<file path="config.mk">
export PLATFORM = sky130hd
export DESIGN_NAME = sps_paging
export DESIGN_NICKNAME = d
export VERILOG_FILES = /design/src/hw/sps_pkg.sv /design/src/hw/sps_paging.sv /design/src/hw/sps_page_stack.sv
export SDC_FILE = /design/constraint.sdc
export NUM_CORES = 1
export LEC_CHECK = 0
export BUFFER_PORTS_ARGS = -buffer_cell sky130_fd_sc_hd__buf_4
export CAP_MARGIN = 5
export CORE_UTILIZATION = 45
export CTS_CLUSTER_DIAMETER = 100
export DETAILED_ROUTE_END_ITERATION = 8
export GPL_TIMING_DRIVEN = 0
export MAX_ROUTING_LAYER = met4
export PLACE_DENSITY = 0.76
export SYNTH_ARGS = -nofsm -noshare
export SYNTH_HDL_FRONTEND = slang
export SYNTH_HIERARCHICAL = 1
export SYNTH_SLANG_ARGS = --single-unit
export TNS_END_PERCENT = 5
</file>
<file path="constraint.sdc">
create_clock -name sys_clk -period 9.2 [get_ports sys_clk]
set_input_delay 0.46 -clock sys_clk [delete_from_list [all_inputs] [get_ports sys_clk]]
set_output_delay 0.46 -clock sys_clk [all_outputs]
set_load 0.01 [all_outputs]
</file>
<file path="src/hw/sps_pkg.sv">
// Purpose: shared constants, types and helpers of the paging block
// Assumes: 8-bit special function register space, 32-bit APB data
// Notes: offsets below are byte addresses on APB and direct addresses on the core side
package sps_pkg;
	// widths and sizes
	localparam int SPS_PAGE_W = 8; // one page number is a byte
	localparam int SPS_STACK_DEPTH = 5; // top plus four saved levels
	localparam int SPS_DEPTH_W = 3; // holds counts 0..4
	localparam int SPS_APB_AW = 12; // apb address bits decoded
	// direct addresses on the core side, all reachable from every page
	localparam logic [7:0] SFR_ADDR_PAGE = 8'ha7; // page select register
	localparam logic [7:0] SFR_ADDR_CTRL = 8'hcf; // page control register
	localparam logic [7:0] SFR_ADDR_STACK = 8'hd7; // stack readout register
	// populated pages
	localparam logic [7:0] PAGE_LOW = 8'h00;
	localparam logic [7:0] PAGE_HIGH = 8'h0f;
	// page control field layout
	localparam int CTRL_EN_BIT = 0; // automatic paging enable
	localparam int CTRL_IDX_LSB = 4; // stack level index, three bits
	// reset values
	localparam logic [7:0] CTRL_RESET = 8'h01; // enable set out of reset
	localparam logic [7:0] PAGE_RESET = 8'h00;
	// apb register map
	localparam logic [11:0] APB_OFF_CTRL = 12'h000;
	localparam logic [11:0] APB_OFF_PAGE = 12'h004;
	localparam logic [11:0] APB_OFF_STACK = 12'h008;
	localparam logic [11:0] APB_OFF_STATUS = 12'h00c;
	// status field layout
	localparam int STAT_DEPTH_LSB = 0; // saved levels in use
	localparam int STAT_BITREF_BIT = 8; // bit access to byte-only address
	localparam int STAT_UNPOP_BIT = 9; // access on an unpopulated page
	localparam int STAT_OVF_BIT = 10; // push dropped the bottom entry

	// stack operations, gray coded
	typedef enum logic [1:0]
	{
		SPS_OP_HOLD = 2'b00,
		SPS_OP_PUSH = 2'b01,
		SPS_OP_POP = 2'b11,
		SPS_OP_WRITE = 2'b10
	} sps_stack_op_t;

	// addresses ending in 0x0 or 0x8 allow single bit access
	function automatic logic spsBitAddressable(input logic [7:0] addr);
		return addr[2:0] == 3'h0;
	endfunction : spsBitAddressable

	// only two of the 256 pages hold registers
	function automatic logic spsPagePopulated(input logic [7:0] page);
		return (page == PAGE_LOW) || (page == PAGE_HIGH);
	endfunction : spsPagePopulated

	// page control byte as read back, reserved bits zero
	function automatic logic [7:0] spsCtrlByte(input logic en, input logic [2:0] idx);
		logic [7:0] b;
		b = 8'h00;
		b[CTRL_EN_BIT] = en;
		b[CTRL_IDX_LSB +: 3] = idx;
		return b;
	endfunction : spsCtrlByte
endpackage : sps_pkg

</file>
<file path="src/hw/sps_paging.sv">
// Purpose: special function register paging with page context stack and APB view
// Assumes: core strobes, interrupt events and peripheral data share sys_clk
// Notes: core reads answer two edges after the request, peripheral data one edge after strobe
//
// The APB register port and the placing of the registers were chosen for this implementation.
module sps_paging
	import sps_pkg::*;
(
	// clock and reset
	input wire logic sys_clk,
	input wire logic reset,
	// apb slave
	input wire logic [SPS_APB_AW-1:0] paddr,
	input wire logic psel,
	input wire logic penable,
	input wire logic pwrite,
	input wire logic [31:0] pwdata,
	output logic [31:0] prdata,
	output logic pready,
	output logic pslverr,
	// core direct access
	input wire logic coreDirect,
	input wire logic coreRead,
	input wire logic coreWrite,
	input wire logic [7:0] coreAddr,
	input wire logic [7:0] coreWdata,
	input wire logic coreBitOp,
	input wire logic [2:0] coreBitPos,
	output logic [7:0] coreRdata,
	output logic coreRdValid,
	// interrupt controller
	input wire logic intEnter,
	input wire logic [7:0] intPage,
	input wire logic intReturn,
	// paged peripheral registers
	output logic periphSel,
	output logic [7:0] periphPage,
	output logic [7:0] periphAddr,
	output logic periphRead,
	output logic periphWrite,
	output logic [7:0] periphWdata,
	output logic [7:0] periphBitMask,
	input wire logic [7:0] periphRdata
);
	// control state
	logic autoPagingEnable; // automatic paging on interrupts
	logic [2:0] stackLevelIndex; // level shown by the readout
	logic next_autoPagingEnable;
	logic [2:0] next_stackLevelIndex;
	// stack interface
	sps_stack_op_t stackOp;
	logic [7:0] stackOpData;
	logic [7:0] stackPushFrom;
	logic [7:0] pageSelectReg; // live page, stack top
	logic [7:0] stackReadoutReg; // level picked by index
	logic [SPS_DEPTH_W-1:0] stackDepth;
	logic stackOverflow;
	// core access decode
	logic sfrAccess;
	logic bitRefused;
	logic localHit;
	logic pageOk;
	logic periphHit;
	logic unpopHit;
	logic coreWrPage;
	logic coreWrCtrl;
	logic [7:0] localData;
	// apb decode
	logic apbFirst; // first access cycle, read data captured
	logic apbDone; // completing edge, writes take effect
	logic apbWrPage;
	logic apbWrCtrl;
	logic apbWrStat;
	logic apbMapped;
	logic [31:0] apbData;
	// pipeline stage one
	logic s1Read;
	logic s1Local;
	logic s1BitOp;
	logic [2:0] s1BitPos;
	logic [7:0] s1LocalData;
	logic next_s1Read;
	logic next_s1Local;
	logic next_periphSel;
	logic next_periphRead;
	logic next_periphWrite;
	logic [7:0] next_periphWdata;
	logic [7:0] next_periphBitMask;
	logic [7:0] next_periphPage;
	logic [7:0] next_periphAddr;
	logic [7:0] next_coreRdata;
	logic [7:0] stageByte;
	// status flags
	logic flagBitRef;
	logic flagUnpop;
	logic flagOvf;
	logic next_flagBitRef;
	logic next_flagUnpop;
	logic next_flagOvf;
	logic [31:0] statusWord;
	// apb answer
	logic next_pready;
	logic next_pslverr;
	logic [31:0] next_prdata;

	// core side decode
	always_comb
	begin
		// below 0x80 is ordinary RAM and never reaches this block
		sfrAccess = coreDirect && coreAddr[7] && (coreRead || coreWrite);
		// a bit access on a byte-only address is refused outright
		bitRefused = sfrAccess && coreBitOp && !spsBitAddressable(coreAddr);
		localHit = (coreAddr == SFR_ADDR_PAGE) || (coreAddr == SFR_ADDR_CTRL)
			|| (coreAddr == SFR_ADDR_STACK);
		pageOk = spsPagePopulated(pageSelectReg);
		periphHit = sfrAccess && !bitRefused && !localHit && pageOk;
		// empty pages are not forwarded, so a stray access cannot corrupt a peripheral
		unpopHit = sfrAccess && !bitRefused && !localHit && !pageOk;
		coreWrPage = sfrAccess && coreWrite && !bitRefused
			&& (coreAddr == SFR_ADDR_PAGE);
		coreWrCtrl = sfrAccess && coreWrite && !bitRefused
			&& (coreAddr == SFR_ADDR_CTRL);
		localData = 8'h00;
		if (coreAddr == SFR_ADDR_PAGE)
			localData = pageSelectReg;
		else if (coreAddr == SFR_ADDR_CTRL)
			localData = spsCtrlByte(autoPagingEnable, stackLevelIndex);
		else if (coreAddr == SFR_ADDR_STACK)
			localData = stackReadoutReg;
	end

	// apb decode, one wait state so that prdata can come from a flop
	always_comb
	begin
		apbFirst = psel && penable && !pready;
		apbDone = psel && penable && pready;
		apbMapped = (paddr == APB_OFF_CTRL) || (paddr == APB_OFF_PAGE)
			|| (paddr == APB_OFF_STACK) || (paddr == APB_OFF_STATUS);
		apbWrPage = apbDone && pwrite && (paddr == APB_OFF_PAGE);
		apbWrCtrl = apbDone && pwrite && (paddr == APB_OFF_CTRL);
		apbWrStat = apbDone && pwrite && (paddr == APB_OFF_STATUS);
		statusWord = 32'h0000_0000;
		statusWord[STAT_DEPTH_LSB +: SPS_DEPTH_W] = stackDepth;
		statusWord[STAT_BITREF_BIT] = flagBitRef;
		statusWord[STAT_UNPOP_BIT] = flagUnpop;
		statusWord[STAT_OVF_BIT] = flagOvf;
		apbData = 32'h0000_0000;
		if (paddr == APB_OFF_CTRL)
			apbData[7:0] = spsCtrlByte(autoPagingEnable, stackLevelIndex);
		else if (paddr == APB_OFF_PAGE)
			apbData[7:0] = pageSelectReg;
		else if (paddr == APB_OFF_STACK)
			apbData[7:0] = stackReadoutReg;
		else if (paddr == APB_OFF_STATUS)
			apbData = statusWord;
	end

	// stack operation select
	always_comb
	begin
		stackOp = SPS_OP_HOLD;
		stackOpData = intPage;
		// a page write in the same cycle as entry is what gets saved
		stackPushFrom = coreWrPage ? coreWdata : (apbWrPage ? pwdata[7:0] : pageSelectReg);
		if (autoPagingEnable && intEnter)
			stackOp = SPS_OP_PUSH;
		else if (autoPagingEnable && intReturn)
			stackOp = SPS_OP_POP;
		else if (coreWrPage)
		begin
			stackOp = SPS_OP_WRITE;
			stackOpData = coreWdata;
		end
		else if (apbWrPage)
		begin
			stackOp = SPS_OP_WRITE;
			stackOpData = pwdata[7:0];
		end
		// with the enable clear the interrupt events fall through untouched
	end

	// page context stack
	sps_page_stack #(
		.DEPTH(SPS_STACK_DEPTH),
		.WIDTH(SPS_PAGE_W)
	) u_stack (
		.sys_clk(sys_clk),
		.reset(reset),
		.op(stackOp),
		.opData(stackOpData),
		.pushFrom(stackPushFrom),
		.rdIndex(stackLevelIndex),
		.topPage(pageSelectReg),
		.readout(stackReadoutReg),
		.depth(stackDepth),
		.overflow(stackOverflow)
	);

	// page control next values, core wins over apb in the same cycle
	always_comb
	begin
		next_autoPagingEnable = autoPagingEnable;
		next_stackLevelIndex = stackLevelIndex;
		if (coreWrCtrl)
		begin
			// reserved bits are not stored and read back zero
			next_autoPagingEnable = coreWdata[CTRL_EN_BIT];
			next_stackLevelIndex = coreWdata[CTRL_IDX_LSB +: 3];
		end
		else if (apbWrCtrl)
		begin
			next_autoPagingEnable = pwdata[CTRL_EN_BIT];
			next_stackLevelIndex = pwdata[CTRL_IDX_LSB +: 3];
		end
	end

	// page control registers, enable comes out of reset set
	always_ff @(posedge sys_clk or posedge reset)
	begin
		if (reset)
		begin
			autoPagingEnable <= CTRL_RESET[CTRL_EN_BIT];
			stackLevelIndex <= CTRL_RESET[CTRL_IDX_LSB +: 3];
		end
		else
		begin
			autoPagingEnable <= next_autoPagingEnable;
			stackLevelIndex <= next_stackLevelIndex;
		end
	end

	// core pipeline next values
	always_comb
	begin
		next_s1Read = sfrAccess && coreRead;
		next_s1Local = localHit && !bitRefused;
		next_periphSel = periphHit;
		next_periphRead = periphHit && coreRead;
		next_periphWrite = periphHit && coreWrite;
		next_periphPage = periphHit ? pageSelectReg : 8'h00;
		next_periphAddr = periphHit ? coreAddr : 8'h00;
		next_periphWdata = 8'h00;
		next_periphBitMask = 8'h00;
		if (periphHit && coreWrite)
		begin
			// a bit write places the new bit under a one-hot mask
			next_periphBitMask = coreBitOp ? (8'h01 << coreBitPos) : 8'hff;
			next_periphWdata = coreBitOp ? ({8{coreWdata[0]}} & next_periphBitMask) : coreWdata;
		end
		// refused and unpopulated reads still answer, with zero
		stageByte = s1Local ? s1LocalData : (periphRead ? periphRdata : 8'h00);
		next_coreRdata = s1BitOp ? {7'h00, stageByte[s1BitPos]} : stageByte;
	end

	// core pipeline registers
	always_ff @(posedge sys_clk or posedge reset)
	begin
		if (reset)
		begin
			s1Read <= 1'b0;
			s1Local <= 1'b0;
			s1BitOp <= 1'b0;
			s1BitPos <= 3'h0;
			s1LocalData <= 8'h00;
			periphSel <= 1'b0;
			periphRead <= 1'b0;
			periphWrite <= 1'b0;
			periphPage <= 8'h00;
			periphAddr <= 8'h00;
			periphWdata <= 8'h00;
			periphBitMask <= 8'h00;
			coreRdValid <= 1'b0;
			coreRdata <= 8'h00;
		end
		else
		begin
			s1Read <= next_s1Read;
			s1Local <= next_s1Local;
			s1BitOp <= coreBitOp;
			s1BitPos <= coreBitPos;
			s1LocalData <= localData;
			periphSel <= next_periphSel;
			periphRead <= next_periphRead;
			periphWrite <= next_periphWrite;
			periphPage <= next_periphPage;
			periphAddr <= next_periphAddr;
			periphWdata <= next_periphWdata;
			periphBitMask <= next_periphBitMask;
			coreRdValid <= s1Read;
			coreRdata <= next_coreRdata;
		end
	end

	// sticky status, a new event beats a clear in the same cycle
	always_comb
	begin
		next_flagBitRef = flagBitRef;
		next_flagUnpop = flagUnpop;
		next_flagOvf = flagOvf;
		if (apbWrStat)
		begin
			next_flagBitRef = flagBitRef && !pwdata[STAT_BITREF_BIT];
			next_flagUnpop = flagUnpop && !pwdata[STAT_UNPOP_BIT];
			next_flagOvf = flagOvf && !pwdata[STAT_OVF_BIT];
		end
		if (bitRefused)
			next_flagBitRef = 1'b1;
		if (unpopHit)
			next_flagUnpop = 1'b1;
		if (stackOverflow)
			next_flagOvf = 1'b1;
	end

	// apb answer next values
	always_comb
	begin
		next_pready = apbFirst;
		next_pslverr = apbFirst && !apbMapped;
		next_prdata = (apbFirst && !pwrite) ? apbData : 32'h0000_0000;
	end

	// status and apb registers
	always_ff @(posedge sys_clk or posedge reset)
	begin
		if (reset)
		begin
			flagBitRef <= 1'b0;
			flagUnpop <= 1'b0;
			flagOvf <= 1'b0;
			pready <= 1'b0;
			pslverr <= 1'b0;
			prdata <= 32'h0000_0000;
		end
		else
		begin
			flagBitRef <= next_flagBitRef;
			flagUnpop <= next_flagUnpop;
			flagOvf <= next_flagOvf;
			pready <= next_pready;
			pslverr <= next_pslverr;
			prdata <= next_prdata;
		end
	end
endmodule : sps_paging

</file>
<file path="src/hw/sps_page_stack.sv">
// Purpose: five level page context stack, level 0 is the live page
// Assumes: at most one operation per cycle, chosen by the caller
// Notes: readout and overflow are combinational for the caller to register
module sps_page_stack
	import sps_pkg::*;
#(
	parameter int DEPTH = SPS_STACK_DEPTH,
	parameter int WIDTH = SPS_PAGE_W
)
(
	// clock and reset
	input wire logic sys_clk,
	input wire logic reset,
	// operation
	input wire sps_stack_op_t op,
	input wire logic [WIDTH-1:0] opData,
	input wire logic [WIDTH-1:0] pushFrom,
	input wire logic [2:0] rdIndex,
	// state
	output logic [WIDTH-1:0] topPage,
	output logic [WIDTH-1:0] readout,
	output logic [SPS_DEPTH_W-1:0] depth,
	output logic overflow
);
	logic [WIDTH-1:0] level [DEPTH]; // level 0 is the top
	logic [WIDTH-1:0] next_level [DEPTH];
	logic [SPS_DEPTH_W-1:0] next_depth; // saved levels in use
	localparam logic [SPS_DEPTH_W-1:0] FULL = SPS_DEPTH_W'(DEPTH - 1);

	// next stack contents
	always_comb
	begin
		next_level = level;
		next_depth = depth;
		unique case (op)
			SPS_OP_PUSH:
			begin
				// deeper levels first, the old bottom falls off
				for (int i = DEPTH - 1; i > 1; i--)
					next_level[i] = level[i - 1];
				next_level[1] = pushFrom;
				next_level[0] = opData;
				if (depth != FULL)
					next_depth = depth + 1'b1;
			end
			SPS_OP_POP:
			begin
				// bottom keeps its value, nothing to refill from
				for (int i = 0; i < DEPTH - 1; i++)
					next_level[i] = level[i + 1];
				if (depth != '0)
					next_depth = depth - 1'b1;
			end
			SPS_OP_WRITE:
				next_level[0] = opData;
			SPS_OP_HOLD:
				next_level = level;
		endcase
	end

	// stack storage
	always_ff @(posedge sys_clk or posedge reset)
	begin
		if (reset)
		begin
			for (int i = 0; i < DEPTH; i++)
				level[i] <= PAGE_RESET;
			depth <= '0;
		end
		else
		begin
			level <= next_level;
			depth <= next_depth;
		end
	end

	// index read, values past the bottom read as zero
	always_comb
	begin
		topPage = level[0];
		readout = '0;
		if (int'(rdIndex) < DEPTH)
			readout = level[rdIndex];
		overflow = (op == SPS_OP_PUSH) && (depth == FULL);
	end
endmodule : sps_page_stack

</file>
==> results.txt <==
Result of the run = complete, no violations
Via count = 5476
Power share of the combinational group = 9.9%
Relative area change from synthesis to final layout = 29.6%
I/O pin count = 168
Critical register-to-register path startpoint = autoPagingEnable
Worst Hold Class = input pin to flop
First-pass GRT wire length = 27300 um
Critical Path Stages = 13
Buffer levels on the longest clock path = 2
CP Buf/Inv Count = 2
Root cell of the clock tree = sky130_fd_sc_hd__clkbuf_16
Pin count of the biggest net entering global routing = 79
Number of storage elements in the synthesis netlist = 121
Worst-path maximum fanout = 10
Final standard cell utilization of the core = 60.8%
Time the worst path needs with I/O delays and setup = 3.65 ns
Setup Buffers After CTS = 0
Leading area contributor after synthesis = sky130_fd_sc_hd__dfrtp_1
FMAX = 274 MHz
Register clock-pin slew on the reported worst setup and hold paths = 0.05 ns
Count of yosys warnings during synthesis = 6
H-Tree Depth = 4
Clock network fraction of design power = 49.0%
Most used DFF post-synth = sky130_fd_sc_hd__dfrtp_1
Max Used Layer = met4
Number of buffers inserted for hold repair after clock tree synthesis = 0
Final GP Congestion = 0.955
Die H = 120 um
Portion of the post-synthesis area used by sequential elements = 48.0%
Hold Violations, Final = 0
Cts bufs inserted = 17
Setup Crit Path Kind = input pin to flop
Num rows = 42
Final Cycle Share = 39.7%
Routed length on met3 = 1220 um
FILL cells = 1127
Clock sinks = 121
Lkg Pwr = 3.74 nW
Vias in the first global route = 5381
Antenna violations before repair = 0
Worst setup path start = coreAddr[3]
Sum of negative setup slack = 0 ns
RSZ-0062 raised after global routing = false
Port Buf Inserts = 125
Transition at the pin with the smallest max-transition slack = 1.04 ns
Detailed router's first-iteration violation count = 720
DPL Wire Length = 13000 um
Hold Crit Depth = 1
Arrival time reported for the critical path endpoint = 3.97 ns
Async set-or-reset flop fraction in the synthesized netlist = 100%
Reg power frac = 41.1%
Worst-Skew Late Latency = 0.41 ns
DR vias/cell = 5.59
Highest-delay cell along the critical path = sky130_fd_sc_hd__nor4_2
Number of flops mapped to enable cells by yosys = 0
Layout Nets = 885
Number of antenna-violating nets in the routed design = 0
Design internal power = 1.06 mW
Cts repair resizes = 0
Worst path top cell family by delay = simple AND/OR/NAND/NOR gates
Switching Power = 0.330 mW
Horizontal die dimension = 120 um
Max Transition Viols Final = 0
Switching portion of total power = 23.7%
Effective utilization at floorplan = 46.9%
Clock tree from TritonCTS = done
Worst Clk Skew = 0.00746 ns
Detailed-router iteration count before antenna repair = 5
Ratio of cells with drive above 1 in the final layout = 28.8%
Max Cap Viol = 0
Cell count after synthesis = 622
Largest cells by area after synthesis = sky130_fd_sc_hd__dfrtp_1 (48%), sky130_fd_sc_hd__mux2i_1 (7.8%), sky130_fd_sc_hd__buf_4 (3.7%)
Slowest cell delay on critical path = 0.76 ns
CP endpoint kind = flop
Syn Area/Cell = 10.1 sq um
Overall routing resource usage = 25.2%
Antenna fix cells = 0
Cell area after synthesis = 6310 sq um
Routed length on met2 = 8890 um
Area fraction of the dominant cell type after synthesis = 47.6%
Max-slew headroom at the worst pin = 29.8%
CP Launch Type = input pin
Depth of the worst register-to-register path = 11
Total Wirelength = 17400 um
Detailed-route wire length on metal 1 = 6900 um
Core Box Area = 13500 sq um
Cell-by-cell listing of the critical path = buf_4 -> or4b_1 -> nor4_2 -> a211oi_1 -> a21oi_1 -> ha_1 -> buf_2 -> xor2_1 -> ha_1 -> a21oi_1 -> xnor2_1 -> mux2i_1 -> nor3b_1
Final Setup Violations = 0
Most common cell after layout, fill and taps aside = sky130_fd_sc_hd__buf_4
Number of distinct library cells after synthesis = 57
Max VDD drop = 0.000145 V
CP Data Required Time = 9.52 ns
Power Total = 1.39 mW
Die footprint = 14500 sq um
Top library cells by usage in the layout, fill and taps aside = sky130_fd_sc_hd__buf_4 (156), sky130_fd_sc_hd__dfrtp_1 (120), sky130_fd_sc_hd__nand2_1 (57), sky130_fd_sc_hd__mux2i_1 (49), sky130_fd_sc_hd__nor2_1 (48)
Critical hold path startpoint = coreBitPos[0]
DRC violation count after routing = 0
Total grt overflow = 0
Avg WL per Cell = 17.7 um
Power per standard cell area = 170 nW/um^2
## sequential cells by signal, summed over array words and instances (netlist names), 3 cells and up
name             count
coreRdata            8
periphAddr           8
periphBitMask        8
periphPage           8
periphWdata          8
prdata              11
s1BitPos             3
s1LocalData          8
stackLevelIndex      3
u_stack/depth        3
u_stack/level       32
u_stack/topPage      8
## worst register-to-register path, cell delays in order (launching register included)
cell	delay (ns)
sky130_fd_sc_hd__dfstp_2	0.59
sky130_fd_sc_hd__o21a_1	0.14
sky130_fd_sc_hd__clkbuf_1	0.43
sky130_fd_sc_hd__clkbuf_1	0.54
sky130_fd_sc_hd__ha_1	0.36
sky130_fd_sc_hd__buf_2	0.35
sky130_fd_sc_hd__xor2_1	0.11
sky130_fd_sc_hd__ha_1	0.19
sky130_fd_sc_hd__a21oi_1	0.16
sky130_fd_sc_hd__xnor2_1	0.18
sky130_fd_sc_hd__mux2i_1	0.20
sky130_fd_sc_hd__nor3b_1	0.19
## final cells by class
type	instances	area, sq um	share of cell area, %
repair buffers	125	938	11.5
plain buffers	61	372	4.55
clock inverters	11	145	1.78
multi-input cells	436	2890	35.4
well taps	176	220	2.69
clock buffers	21	470	5.76
flip-flops and latches	121	3030	37.1
inverters	28	108	1.32
## power by group through the flow
stage / clock network [mW] / registers, mW / logic (mW)
after global routing: 0.716 / 0.575 / 0.150
after CTS: 0.688 / 0.572 / 0.136
after floorplan: 0 / 0.577 / 0.0748
after detailed placement: 0 / 0.581 / 0.135
final: 0.683 / 0.573 / 0.137
after global placement: 0 / 0.579 / 0.131
## worst paths after layout
path	slack [ns]	to
max in group asynchronous	8.35	u_stack/level[24]
worst max-delay path	5.55	u_stack/depth[2]
min in group asynchronous	0.27	periphWdata[3]
worst min-delay path	0.20	s1BitPos[0]
worst max register to register	5.67	u_stack/depth[2]
worst min register to register	0.36	coreRdValid
## stage by stage
step	setup WS (ns)	cell area, sq um	cells	hold slack, ns
3_5_place_dp	5.27	7560	947	0.354
6_report	5.55	8170	979	0.201
2_1_floorplan	5.87	6400	646	0.331
5_1_grt	5.37	8170	979	0.189
4_1_cts	5.63	8170	979	0.184
3_3_place_gp	5.34	7550	947	0.340
## synthesized netlist by cell type (all sizes together) (13+ instances only)
library cell    n
nor4           16
dfrtp         120
mux2i          49
buf            42
a21oi          41
nor3           32
nor2           48
inv            27
clkbuf         19
a211oi         13
a22oi          13
nand2          57
o21ai          36
nor3b          19
## per-layer routing
metal	vias to the layer above	GRT usage (%)
li1	2514	-
met5	-	-
met2	284	41.6
met3	28	3.96
met4	0	10.2
met1	2650	31.0
## kinds of logic after synthesis
| logic type | Yosys count | synth area share [%] |
|---|---|---|
| compound gates | 124 | 12.7 |
| xor+xnor | 2 | 0.278 |
| fa+ha+maj | 5 | 0.992 |
| buf+inv | 89 | 7.56 |
| flops | 121 | 48.0 |
| mux | 68 | 12.8 |
| other cells | 1 | 0.0595 |
| simple gates | 212 | 17.6 |
No activity file was read; power rests on OpenSTA's default activity.
